File: src/include/egs_regs.svh
// Register offsets, field positions, reset values and codes of the gear slave block
`ifndef EGS_REGS_SVH
`define EGS_REGS_SVH

// Register byte offsets on the APB
`define EGS_OFF_CMD      12'h000
`define EGS_OFF_COND     12'h004
`define EGS_OFF_MODE     12'h008
`define EGS_OFF_ACCEL    12'h00c
`define EGS_OFF_DECEL    12'h010
`define EGS_OFF_IRQ_STS  12'h014
`define EGS_OFF_IRQ_MASK 12'h018

// Command word bit positions
`define EGS_CMD_GEAR     4
`define EGS_CMD_CORR     5
`define EGS_CMD_SYNC     6
`define EGS_CMD_HALT     8
`define EGS_CMD_PHASE    9
`define EGS_CMD_PSEL_LO  12
`define EGS_CMD_PSEL_HI  13

// Condition word bit positions
`define EGS_STS_DONE     8
`define EGS_STS_IN_GEAR  10
`define EGS_STS_CORR_OK  12
`define EGS_STS_FOL_ERR  13

// Interrupt status and mask bit positions
`define EGS_IRQ_IN_GEAR  0
`define EGS_IRQ_PH_DONE  1
`define EGS_IRQ_CR_DONE  2
`define EGS_IRQ_FOL_ERR  3
`define EGS_IRQ_W        4

// Operating mode code for electronic gear slave (-3)
`define EGS_MODE_SLAVE   8'hfd

// Reset values
`define EGS_RST_CMD      16'h0000
`define EGS_RST_MODE     8'h00
`define EGS_RST_ACCEL    16'h0010
`define EGS_RST_DECEL    16'h0010
`define EGS_RST_IRQ      4'h0

// Step used when direct synchronisation skips the ramp
`define EGS_STEP_DIRECT  16'hffff

`endif

File: src/include/egs_pkg.sv
// Types shared by the gear slave control and its speed ramp
package egs_pkg;

  typedef logic signed [15:0] egs_speed_t;
  typedef logic [15:0]        egs_word_t;

  // Gear sequencer states
  typedef enum logic [2:0] {
    EGS_IDLE,
    EGS_RAMP_UP,
    EGS_IN_GEAR,
    EGS_HALTING,
    EGS_STOPPING
  } egs_gear_e;

endpackage : egs_pkg

File: src/include/egs_ramp_if.sv
// Link between the gear sequencer and the speed ramp generator
`timescale 1ns/1ps
interface egs_ramp_if;
  import egs_pkg::*;

  egs_speed_t target;
  egs_word_t  step;
  egs_speed_t current;
  logic       at_target;

  modport ctrl (output target, output step, input current, input at_target);
  modport ramp (input target, input step, output current, output at_target);
endinterface : egs_ramp_if

File: src/egs_gear_slave.sv
// Electronic gear slave control: command decode, gear sequencer, status and APB registers
//
// The address map and the APB interface to the registers were chosen for this implementation.
`timescale 1ns/1ps
`include "egs_regs.svh"

// Operation
// - Gear bit ramps to master speed, else stops
// - Correction bit launches master/slave position correction
// - Halt decelerates, stays operation enabled
// - Without halt, gear bit command executes
// - Phasing bit starts phasing; clearing aborts
// - Profile field value n selects profile n+1
// - Status done bit after phasing or correction
// - In-gear bit, or speed zero under halt
// - Correction ok bit once correction finished
// - Mode minus three makes drive follow master
module egs_gear_slave
  import egs_pkg::*;
(
  input  wire logic        i_clk,
  input  wire logic        i_rst_n,
  input  wire logic        i_ce,
  input  wire logic        i_psel,
  input  wire logic        i_penable,
  input  wire logic        i_pwrite,
  input  wire logic [11:0] i_paddr,
  input  wire logic [31:0] i_pwdata,
  output logic      [31:0] o_prdata,
  output logic             o_pready,
  output logic             o_pslverr,
  input  wire logic        i_op_enabled,
  input  wire egs_speed_t  i_master_speed,
  input  wire logic        i_phasing_complete,
  input  wire logic        i_correction_complete,
  input  wire logic        i_following_error,
  output egs_speed_t       o_speed_ref,
  output logic             o_phasing_run,
  output logic      [2:0]  o_phasing_profile,
  output logic             o_correction_run,
  output logic             o_halt_hold,
  output logic             o_irq
);

  // Sticky update: a hardware set wins over a software clear
  function automatic logic [`EGS_IRQ_W-1:0] sticky(input logic [`EGS_IRQ_W-1:0] cur,
                                                   input logic [`EGS_IRQ_W-1:0] clr,
                                                   input logic [`EGS_IRQ_W-1:0] set);
    sticky = (cur & ~clr) | set;
  endfunction : sticky

  // Address match for one register
  function automatic logic hit(input logic [11:0] addr, input logic [11:0] off);
    hit = (addr == off);
  endfunction : hit

  // Registers
  egs_word_t                cmd;
  logic [7:0]               mode;
  egs_word_t                accel;
  egs_word_t                decel;
  logic [`EGS_IRQ_W-1:0]    irq_sts;
  logic [`EGS_IRQ_W-1:0]    irq_mask;
  egs_gear_e                state;
  egs_gear_e                next_state;
  logic                     phase_run;
  logic                     phase_done;
  logic                     corr_run;
  logic                     corr_done;
  logic                     phase_cmd_q;
  logic                     corr_cmd_q;
  logic                     in_gear_q;
  logic                     fol_err_q;
  logic [2:0]               profile;
  logic                     rd_ok;
  // Which operation owns status bit 8: high after a correction start
  logic                     last_corr;
  logic                     phase_fin;
  logic                     corr_fin;

  // APB decode wires
  logic                     setup;
  logic                     access;
  logic                     wr_en;
  logic                     sel_cmd;
  logic                     sel_cond;
  logic                     sel_mode;
  logic                     sel_accel;
  logic                     sel_decel;
  logic                     sel_sts;
  logic                     sel_mask;
  logic                     mapped;
  logic                     bad;
  logic [31:0]              rd_data;
  egs_word_t                cond;

  // Command decode wires
  logic                     active;
  logic                     gear_cmd;
  logic                     corr_cmd;
  logic                     direct_sync;
  logic                     halt_cmd;
  logic                     phase_cmd;
  logic                     phase_start;
  logic                     corr_start;
  logic                     speed_zero;
  logic                     in_gear;
  logic                     ramp_busy;
  logic [`EGS_IRQ_W-1:0]    irq_set;
  logic [`EGS_IRQ_W-1:0]    irq_clr;
  logic [`EGS_IRQ_W-1:0]    irq_next;

  egs_ramp_if rmp ();

  egs_ramp u_ramp (
    .i_clk   (i_clk),
    .i_rst_n (i_rst_n),
    .i_ce    (i_ce),
    .rmp     (rmp.ramp)
  );

  // APB phase and register select
  assign setup     = i_psel & ~i_penable;
  assign access    = i_psel & i_penable;
  assign sel_cmd   = hit(i_paddr, `EGS_OFF_CMD);
  assign sel_cond  = hit(i_paddr, `EGS_OFF_COND);
  assign sel_mode  = hit(i_paddr, `EGS_OFF_MODE);
  assign sel_accel = hit(i_paddr, `EGS_OFF_ACCEL);
  assign sel_decel = hit(i_paddr, `EGS_OFF_DECEL);
  assign sel_sts   = hit(i_paddr, `EGS_OFF_IRQ_STS);
  assign sel_mask  = hit(i_paddr, `EGS_OFF_IRQ_MASK);
  assign mapped    = sel_cmd | sel_cond | sel_mode | sel_accel | sel_decel | sel_sts | sel_mask;
  assign bad       = ~mapped | (i_pwrite & sel_cond);

  // Answer only in access phase, on an enabled edge, with read data loaded
  assign o_pready  = access & i_ce & rd_ok;
  assign o_pslverr = o_pready & bad;
  assign wr_en     = o_pready & i_pwrite & ~bad;

  // Read data mux; unused upper bits read zero
  assign rd_data = sel_cmd   ? {16'h0000, cmd}                      :
                   sel_cond  ? {16'h0000, cond}                     :
                   sel_mode  ? {24'h000000, mode}                   :
                   sel_accel ? {16'h0000, accel}                    :
                   sel_decel ? {16'h0000, decel}                    :
                   sel_sts   ? {28'h0000000, irq_sts}               :
                   sel_mask  ? {28'h0000000, irq_mask}              :
                               32'h00000000;

  // Read data is captured during a selected cycle and marks the answer ready
  always_ff @(posedge i_clk or negedge i_rst_n) begin
    if (!i_rst_n) begin
      o_prdata <= 32'h00000000;
      rd_ok    <= 1'b0;
    end else if (i_ce) begin
      o_prdata <= i_psel ? rd_data : o_prdata;
      rd_ok    <= i_psel & ~o_pready;
    end
  end

  // Software registers
  always_ff @(posedge i_clk or negedge i_rst_n) begin
    if (!i_rst_n) begin
      cmd      <= `EGS_RST_CMD;
      mode     <= `EGS_RST_MODE;
      accel    <= `EGS_RST_ACCEL;
      decel    <= `EGS_RST_DECEL;
      irq_mask <= `EGS_RST_IRQ;
    end else if (i_ce && wr_en) begin
      if (sel_cmd)   cmd      <= i_pwdata[15:0];
      if (sel_mode)  mode     <= i_pwdata[7:0];
      if (sel_accel) accel    <= i_pwdata[15:0];
      if (sel_decel) decel    <= i_pwdata[15:0];
      if (sel_mask)  irq_mask <= i_pwdata[`EGS_IRQ_W-1:0];
    end
  end

  // Command word fields; gear, correction, halt and phasing bits live only in slave mode with operation enabled
  assign active      = (mode == `EGS_MODE_SLAVE) & i_op_enabled;
  assign gear_cmd    = active & cmd[`EGS_CMD_GEAR];
  assign corr_cmd    = active & cmd[`EGS_CMD_CORR];
  assign direct_sync = ~cmd[`EGS_CMD_SYNC];
  assign halt_cmd    = active & cmd[`EGS_CMD_HALT];
  assign phase_cmd   = active & cmd[`EGS_CMD_PHASE];
  assign profile     = 3'({1'b0, cmd[`EGS_CMD_PSEL_HI:`EGS_CMD_PSEL_LO]}) + 3'h1;

  // Start pulses on a rising command bit
  assign phase_start = phase_cmd & ~phase_cmd_q;
  assign corr_start  = corr_cmd & ~corr_cmd_q;

  // Gear sequencer: halt overrides, otherwise the gear bit decides
  always_comb begin
    next_state = state;
    unique case (state)
      EGS_IDLE: begin
        if (halt_cmd)      next_state = EGS_HALTING;
        else if (gear_cmd) next_state = EGS_RAMP_UP;
      end
      EGS_RAMP_UP: begin
        if (halt_cmd)           next_state = EGS_HALTING;
        else if (!gear_cmd)     next_state = EGS_STOPPING;
        else if (rmp.at_target) next_state = EGS_IN_GEAR;
      end
      EGS_IN_GEAR: begin
        if (halt_cmd)           next_state = EGS_HALTING;
        else if (!gear_cmd)     next_state = EGS_STOPPING;
        else if (!rmp.at_target) next_state = EGS_RAMP_UP;
      end
      EGS_HALTING: begin
        if (!halt_cmd)          next_state = gear_cmd ? EGS_RAMP_UP : EGS_STOPPING;
      end
      EGS_STOPPING: begin
        if (halt_cmd)           next_state = EGS_HALTING;
        else if (gear_cmd)      next_state = EGS_RAMP_UP;
        else if (rmp.at_target) next_state = EGS_IDLE;
      end
    endcase
  end

  // Ramp target and step per state
  assign ramp_busy  = (state == EGS_RAMP_UP) | (state == EGS_IN_GEAR);
  assign rmp.target = ramp_busy ? i_master_speed : '0;
  assign rmp.step   = (ramp_busy && direct_sync) ? `EGS_STEP_DIRECT :
                      ramp_busy                  ? accel            :
                                                   decel;
  assign speed_zero = (rmp.current == '0);

  // Condition bit 10: in gear, or standstill when halted
  assign in_gear = halt_cmd ? speed_zero : (state == EGS_IN_GEAR);

  // Gear sequencer state register
  always_ff @(posedge i_clk or negedge i_rst_n) begin
    if (!i_rst_n) begin
      state <= EGS_IDLE;
    end else if (i_ce) begin
      state <= next_state;
    end
  end

  // Phasing run/done: start clears done, completion sets it, clearing the bit aborts
  always_ff @(posedge i_clk or negedge i_rst_n) begin
    if (!i_rst_n) begin
      phase_run   <= 1'b0;
      phase_done  <= 1'b0;
      phase_cmd_q <= 1'b0;
    end else if (i_ce) begin
      phase_cmd_q <= phase_cmd;
      if (phase_start) begin
        phase_run  <= 1'b1;
        phase_done <= 1'b0;
      end else if (!phase_cmd) begin
        phase_run  <= 1'b0;
      end else if (phase_run && i_phasing_complete) begin
        phase_run  <= 1'b0;
        phase_done <= 1'b1;
      end
    end
  end

  // Correction run/done: launched only by a rising start bit
  always_ff @(posedge i_clk or negedge i_rst_n) begin
    if (!i_rst_n) begin
      corr_run   <= 1'b0;
      corr_done  <= 1'b0;
      corr_cmd_q <= 1'b0;
    end else if (i_ce) begin
      corr_cmd_q <= corr_cmd;
      if (corr_start) begin
        corr_run  <= 1'b1;
        corr_done <= 1'b0;
      end else if (!active) begin
        corr_run  <= 1'b0;
      end else if (corr_run && i_correction_complete) begin
        corr_run  <= 1'b0;
        corr_done <= 1'b1;
      end
    end
  end

  // Status bit 8 follows whichever operation was started last, so a stale
  // completion of the other one cannot show while this one runs
  always_ff @(posedge i_clk or negedge i_rst_n) begin
    if (!i_rst_n) begin
      last_corr <= 1'b0;
    end else if (i_ce) begin
      if (corr_start) begin
        last_corr <= 1'b1;
      end else if (phase_start) begin
        last_corr <= 1'b0;
      end
    end
  end

  // Condition word: mode-specific bits only
  always_comb begin
    cond                   = 16'h0000;
    cond[`EGS_STS_DONE]    = last_corr ? corr_done : phase_done;
    cond[`EGS_STS_IN_GEAR] = in_gear;
    cond[`EGS_STS_CORR_OK] = corr_done;
    cond[`EGS_STS_FOL_ERR] = i_following_error;
  end

  // Completion events, the same conditions that set the done flags
  assign phase_fin = phase_run & phase_cmd & i_phasing_complete & ~phase_start;
  assign corr_fin  = corr_run & active & i_correction_complete & ~corr_start;

  // Interrupt events on rising in-gear, done flags and following error
  assign irq_set[`EGS_IRQ_IN_GEAR] = in_gear & ~in_gear_q;
  assign irq_set[`EGS_IRQ_PH_DONE] = phase_fin;
  assign irq_set[`EGS_IRQ_CR_DONE] = corr_fin;
  assign irq_set[`EGS_IRQ_FOL_ERR] = i_following_error & ~fol_err_q;
  assign irq_clr = (wr_en && sel_sts) ? i_pwdata[`EGS_IRQ_W-1:0] : `EGS_RST_IRQ;

  // Next status worked out once; feeds the status flops and the interrupt line
  assign irq_next = sticky(irq_sts, irq_clr, irq_set);

  // Sticky interrupt status, write one to clear
  always_ff @(posedge i_clk or negedge i_rst_n) begin
    if (!i_rst_n) begin
      irq_sts   <= `EGS_RST_IRQ;
      in_gear_q <= 1'b0;
      fol_err_q <= 1'b0;
    end else if (i_ce) begin
      irq_sts   <= irq_next;
      in_gear_q <= in_gear;
      fol_err_q <= i_following_error;
    end
  end

  // Outputs toward the drive
  always_ff @(posedge i_clk or negedge i_rst_n) begin
    if (!i_rst_n) begin
      o_phasing_profile <= 3'h1;
      o_halt_hold       <= 1'b0;
      o_irq             <= 1'b0;
    end else if (i_ce) begin
      o_phasing_profile <= profile;
      o_halt_hold       <= halt_cmd;
      o_irq             <= |(irq_next & irq_mask);
    end
  end

  assign o_speed_ref      = rmp.current;
  assign o_phasing_run    = phase_run;
  assign o_correction_run = corr_run;

endmodule : egs_gear_slave

File: src/egs_ramp.sv
// Speed ramp: moves the speed reference toward its target by a bounded step
`timescale 1ns/1ps
module egs_ramp
  import egs_pkg::*;
(
  input  wire logic i_clk,
  input  wire logic i_rst_n,
  input  wire logic i_ce,
  egs_ramp_if.ramp  rmp
);

  logic signed [16:0] diff;
  logic        [16:0] mag;
  logic               close;
  egs_speed_t         current;
  egs_speed_t         next_current;

  // Distance to target and whether one step covers it
  assign diff  = 17'(rmp.target) - 17'(current);
  assign mag   = diff[16] ? 17'(-diff) : diff;
  assign close = mag <= {1'b0, rmp.step};

  // Next speed: land on target or move one step toward it
  assign next_current = close   ? rmp.target :
                        diff[16] ? egs_speed_t'(current - $signed({1'b0, rmp.step[14:0]})) :
                                   egs_speed_t'(current + $signed({1'b0, rmp.step[14:0]}));

  // Speed register, frozen while the clock enable is low
  always_ff @(posedge i_clk or negedge i_rst_n) begin
    if (!i_rst_n) begin
      current <= '0;
    end else if (i_ce) begin
      current <= next_current;
    end
  end

  assign rmp.current   = current;
  assign rmp.at_target = (current == rmp.target);

endmodule : egs_ramp
File: config.mk
export PLATFORM = sky130hd
export DESIGN_NAME = egs_gear_slave
export DESIGN_NICKNAME = d
export VERILOG_FILES = /design/src/include/egs_pkg.sv /design/src/include/egs_ramp_if.sv /design/src/egs_gear_slave.sv /design/src/egs_ramp.sv
export VERILOG_INCLUDE_DIRS = /design/src /design/src/include
export SDC_FILE = /design/constraint.sdc
export NUM_CORES = 1
export LEC_CHECK = 0
export BUFFER_PORTS_ARGS = -buffer_cell sky130_fd_sc_hd__buf_4
export CELL_PAD_IN_SITES_DETAIL_PLACEMENT = 0
export CELL_PAD_IN_SITES_GLOBAL_PLACEMENT = 2
export CORE_ASPECT_RATIO = 1.4
export CORE_UTILIZATION = 38
export DETAILED_ROUTE_END_ITERATION = 10
export PLACE_DENSITY = 0.95
export SETUP_SLACK_MARGIN = 0.02
export SYNTH_ARGS = -nofsm -noshare
export SYNTH_HDL_FRONTEND = slang
export SYNTH_SLANG_ARGS = --single-unit
export TNS_END_PERCENT = 10
File: constraint.sdc
create_clock -name i_clk -period 16.5 [get_ports i_clk]
set_input_delay 1.65 -clock i_clk [delete_from_list [all_inputs] [get_ports i_clk]]
set_output_delay 1.65 -clock i_clk [all_outputs]
set_load 0.01 [all_outputs]
-- After elaboration in Yosys (flattened, before gate mapping)
Cells that the tools add are included.
- bits in registers: 130
- input bits: 70
- output and inout bits: 57
- $add $sub $neg: 5
- $lt $le $gt $ge: 1
- equal/unequal tests: 19
- mux-type cells: 44
- bitwise logic cells: 45
- reduce and logical (&&, ||, !) cells: 26
- operator list (kind ; number):
    $mux 16 ; 10
    $mux 3 ; 13
    $eq 12x5->1 const B ; 3
    $eq 12x4->1 const B ; 2
    $and 1x1->1 ; 23
    $reduce_and 2->1 ; 9
    $le 17x16->1 ; 1
    $mux 17 ; 1
    $neg 17->17 ; 1
    $sub 16x16->17 ; 1
    $add 16x16->16 ; 1
    $eq 16x16->1 ; 1
    $logic_not 16->1 ; 1
    $mux 1 ; 16
    $sub 16x16->16 ; 1
    $pmux 3 s5 ; 1
    $eq 12x3->1 const B ; 1
    $logic_not 12->1 ; 1
    $mux 4 ; 3
    $ne 4x4->1 const B ; 3
    $not 1->1 ; 10
    $reduce_bool 2->1 ; 5
    $and 4x4->4 ; 2
    $eq 8x8->1 const B ; 1
    15 further kinds ; 29

-- Depth between registers and ports, before layout
- depth after elaboration: 18
- mapped depth: 29

-- Hierarchy
Synthesis repeated with hierarchy kept, for this count alone.
- cell total of the unflattened synthesis: 978
- area total of the unflattened synthesis: 8614.5 sq um
- by module, submodules not included (module ; times used ; cells an instance ; area each (sq um) ; seq. area each (sq um)):
    egs_gear_slave ; 1 ; 519 ; 5156.2 ; 2456.1
    egs_ramp ; 1 ; 459 ; 3458.3 ; 400.4

-- Worst setup path after synthesis
OpenSTA, ideal clock, no wires.
- path kind: register to register
- start point: reg state[1]
- end point: reg u_ramp.current[14] (netlist: u_ramp.rmp.current[14])
- data arrival time: 6.226 ns
- data required time: 16.423 ns
- path slack: 10.197 ns
- cell stages (with the launch flop): 29
- buffers on the path: 6
- path through: dfrtp_1 -> nand2b_1 -> a21oi_1 -> clkbuf_1 -> clkbuf_1 -> clkbuf_1 -> clkbuf_1 -> nand2_1 -> fa_1 -> nor2b_1 -> o31a_1 -> o21ai_0 -> a211o_1 -> and3_1 -> clkbuf_1 -> clkbuf_1 -> nor2_1 -> xor2_1 -> ha_1 -> a21oi_1 -> o21ai_0 -> o41a_1 -> a41o_1 -> o41a_1 -> a21o_1 -> a21oi_1 -> xnor2_1 -> mux2i_1 -> a21oi_1
- longest elaborated chain between the ends: 8
- elaborated cells between the ends (all ways): 15
- classes of those cells: 4 x add/sub; 1 x order compare; 2 x eq/ne; 6 x mux; 1 x bitwise; 1 x reduce/logical
- RTL lines (what ; RTL line ; text):
    start, declared ; egs_gear_slave.sv:64 ; egs_gear_e state;
    start signal, assigned ; egs_gear_slave.sv:236 ; state <= next_state;
    $eq 3x1->1 or $eq 3x2->1 (tied branches) ; egs_gear_slave.sv:221 ; assign ramp_busy = (state == EGS_RAMP_UP) | (state == EGS_IN_GEAR);
    $or 1x1->1 * ; egs_gear_slave.sv:221 ;
    $mux 16 ; egs_gear_slave.sv:222 ; assign rmp.target = ramp_busy ? i_master_speed : '0;
    $sub 16x16->17 ; egs_ramp.sv:19 ; assign diff = 17'(rmp.target) - 17'(current);
    $neg 17->17 ; egs_ramp.sv:20 ; assign mag = diff[16] ? 17'(-diff) : diff;
    $mux 17 ; egs_ramp.sv:20 ;
    $le 17x16->1 ; egs_ramp.sv:21 ; assign close = mag <= {1'b0, rmp.step};
    $mux 16 * ; egs_ramp.sv:24 ; assign next_current = close ? rmp.target :
    end signal, assigned ; egs_ramp.sv:33 ; current <= next_current;
    end, declared ; egs_ramp.sv:15 ; egs_speed_t current;
Every way passes the cells marked *; elsewhere a longest branch is shown, timed or not.
A chain may end at the register's enable or synchronous reset.

-- Worst setup path in the final report
Same ends and word-level chain as after synthesis.

==> results.py <==
metrics = {
    "outcome": {
        "status": "finished clean",
    },
    "power_and_ir_drop": {
        "pwr_density_cell_mw_per_mm2": 138,
        "ir_worst_vdd_mv": 0.0803,
        "power_mw": 1.34,
        "p_leak_nw": 4.47,
    },
    "finish": {
        "regArea_mm2": 0.00286,
        "nets": 1113,
        "synthToLayoutAreaGrowth_pct": 17.7,
        "fill_cells": 2107,
        "drive_above_1_share": 0.213,
        "finalNonFillerCells": 1264,
        "multi_input_area_mm2": 0.00508,
        "postLayoutCoreUtil": 0.457,
        "antenna_cells": 0,
    },
    "worst_setup_path": {
        "r2r_slack_ps": 10210,
        "cp-end-kind": "flip-flop",
        "max_stage_delay_ps": 460,
        "worstPathArrival_ps": 6650,
        "setup.worst_path.start_class": "flip-flop",
        "slowest_stage": "dfrtp_1",
        "worstPathMaxFanout": 61,
        "critical_path_class": "flip-flop to flip-flop",
        "required_ps": 16870,
    },
    "sta": {
        "rsz0062_at_grt": "no",
        "slew_violations": 0,
        "period_share": 0.381,
        "setup-tns-final_ps": 0,
        "tightest_slew_ps": 1090,
        "finalSetupViolations": 0,
        "layout_min_cycle_time_ps": 6290,
        "fmax_ghz": 0.159,
        "final_hold_viol_count": 0,
        "relSlewSlack": 0.274,
        "whs_ps": 483,
        "fin_worst_skew_ps": 10.5,
    },
    "clock_tree": {
        "cts_buffer_depth": 2,
        "worstSkewPairLatency_ps": 430,
        "postCtsSetupBuffers": 0,
        "cts-buffers-inserted": 17,
        "cts_root_buf": "clkbuf_16",
        "cts_resized": 0,
        "h-tree-depth": 4,
        "clk_pin_slew_ps": 70,
        "cts.sinks": 114,
        "tritoncts": "built",
        "postCtsHoldBufs": 0,
    },
    "synthesis": {
        "synth_top_area_cell": "dfrtp_1",
        "synth_cells": 910,
        "synthArstFlopShare": 1.00,
        "synth_edf_count": 0,
        "syn-cell-area_mm2": 0.00826,
        "ys_types": 65,
        "synth.most_common_cell": "dfrtp_1",
        "synth_area_leaders": "dfrtp_1 34%, mux2_2 8.9%, ha_1 7.6%",
        "ys_ff_latch": 114,
        "syn_area_per_cell_um2": 9.08,
        "ys_top_cells_by_count": "111 x dfrtp_1, 78 x nand2_1, 75 x o21ai_0, 65 x mux2_2, 59 x nor2_1",
        "synth-main-ff-cell": "dfrtp_1",
        "synth_warnings": 0,
        "synth_seq_area_share": 0.346,
        "yosysTopAreaCellShare": 0.336,
    },
    "die": {
        "fp.coreArea_mm2": 0.0213,
        "num_io_pins": 127,
        "die_width_um": 127,
        "start_util": 0.388,
        "die_y_um": 176,
        "die-area_mm2": 0.0223,
        "rows": 63,
    },
    "routing": {
        "antenna_left": 0,
        "post_drt_wl_per_cell_um": 18.0,
        "routed-via-count": 7044,
        "drc": 0,
        "top_layer": "met4",
        "drtPass1Iterations": 5,
        "wl_met2_um": 12100,
        "routed_via_density": 5.57,
        "drt_iter0_markers": 331,
        "totalWireLength_um": 22700,
        "drt-met1-wl_um": 9240,
        "dr_wl_met3_um": 692,
    },
    "global_route": {
        "grt_pass1_wl_um": 36400,
        "grt_overflow": 0,
        "first_global_vias": 6910,
        "antenna_found_initial": 0,
        "grt_use_total": 0.213,
        "grt_max_degree": 67,
    },
    "job": {
        "maxCapViolations": 0,
    },
    "min_path": {
        "hold_path.class": "flip-flop to flip-flop",
    },
    "place": {
        "portBuffers": 94,
        "place_congestion": 0.829,
        "dpl.hpwl_um": 17200,
        "place_inst": 1232,
    },
}
## state kept, by name (all words and copies together), names as in the netlist, 3 cells and up
signal	cells
o_prdata	16
irq_mask	4
o_phasing_profile	3
mode	8
decel	16
irq_sts	4
cmd	16
accel	16
state	3
u_ramp.rmp.current	16
## worst paths after layout
check                             start                      to  cells after the start
min                        o_prdata[10]            o_prdata[10]                      1
max                            state[1]  u_ramp.rmp.current[14]                     25
min in group asynchronous       i_rst_n            o_prdata[12]                      1
min reg2reg                o_prdata[10]            o_prdata[10]                      1
max in group asynchronous       i_rst_n  u_ramp.rmp.current[15]                      2
max reg2reg                    state[1]  u_ramp.rmp.current[14]                     25
## cell families after synthesis
family                     synth area share
buffers and inverters                0.0500
adders and majority gates            0.0806
muxes                                 0.112
other                              0.000454
and+or+nand+nor                       0.172
xor gates and xnor gates             0.0488
DFF                                   0.346
AOI/OAI and AO/OA                     0.191
## stage by stage
stage	area (um^2)	setup slack [ps]
floorplan	8320	10200
global placement	9160	9930
detailed placement	9160	9950
CTS	9720	10240
global route	9720	9800
finish	9720	10210
## metal layers
metal	up-vias	track usage
met5	-	0
met2	166	0.402
li1	3457	-
met4	0	0.0879
met3	38	0.0309
met1	3383	0.237
## placed cells by master (no fill, tap or decap), drive strengths merged, types with 7 or more instances in the layout
cell type and n:
a21o 17, a21oi 53, a221oi 14, a22o 9, a31oi 9, and2 22
buf 101, clkbuf 17, conb 16, dfrtp 111, ha 50, inv 46
mux2 65, mux2i 19, nand2 78, nand2b 12, nand3 19, nand3b 15
nand4 7, nor2 59, nor2b 12, nor3 14, nor4 10, o21a 8
o21ai 75, o31ai 8, xnor2 25, xor2 21
## where the power goes
part           switching, mW  internal, mW  total (mW)
logic                  0.352         0.302       0.654
clock network          0.154         0.199       0.353
registers             0.0324         0.300       0.333
## worst max-delay path: cells and delay by family, from the launching register on
kind	cells	cell delay (ps)
xor gates and xnor gates	2	430
buffers and inverters	2	670
AOI/OAI and AO/OA	12	2710
adders and majority gates	3	990
muxes	1	90
DFF	1	460
and+or+nand+nor	5	860
## area by class of cell
type                    instances  share of cell area
inverters                      37              0.0143
clock buffers                  17              0.0438
flip-flops and latches        114               0.294
clock inverters                15              0.0144
well taps                     260              0.0335
repair buffers                101              0.0780
multi-input cells             720               0.522
Note: power is estimated with default switching activity, not from simulation.
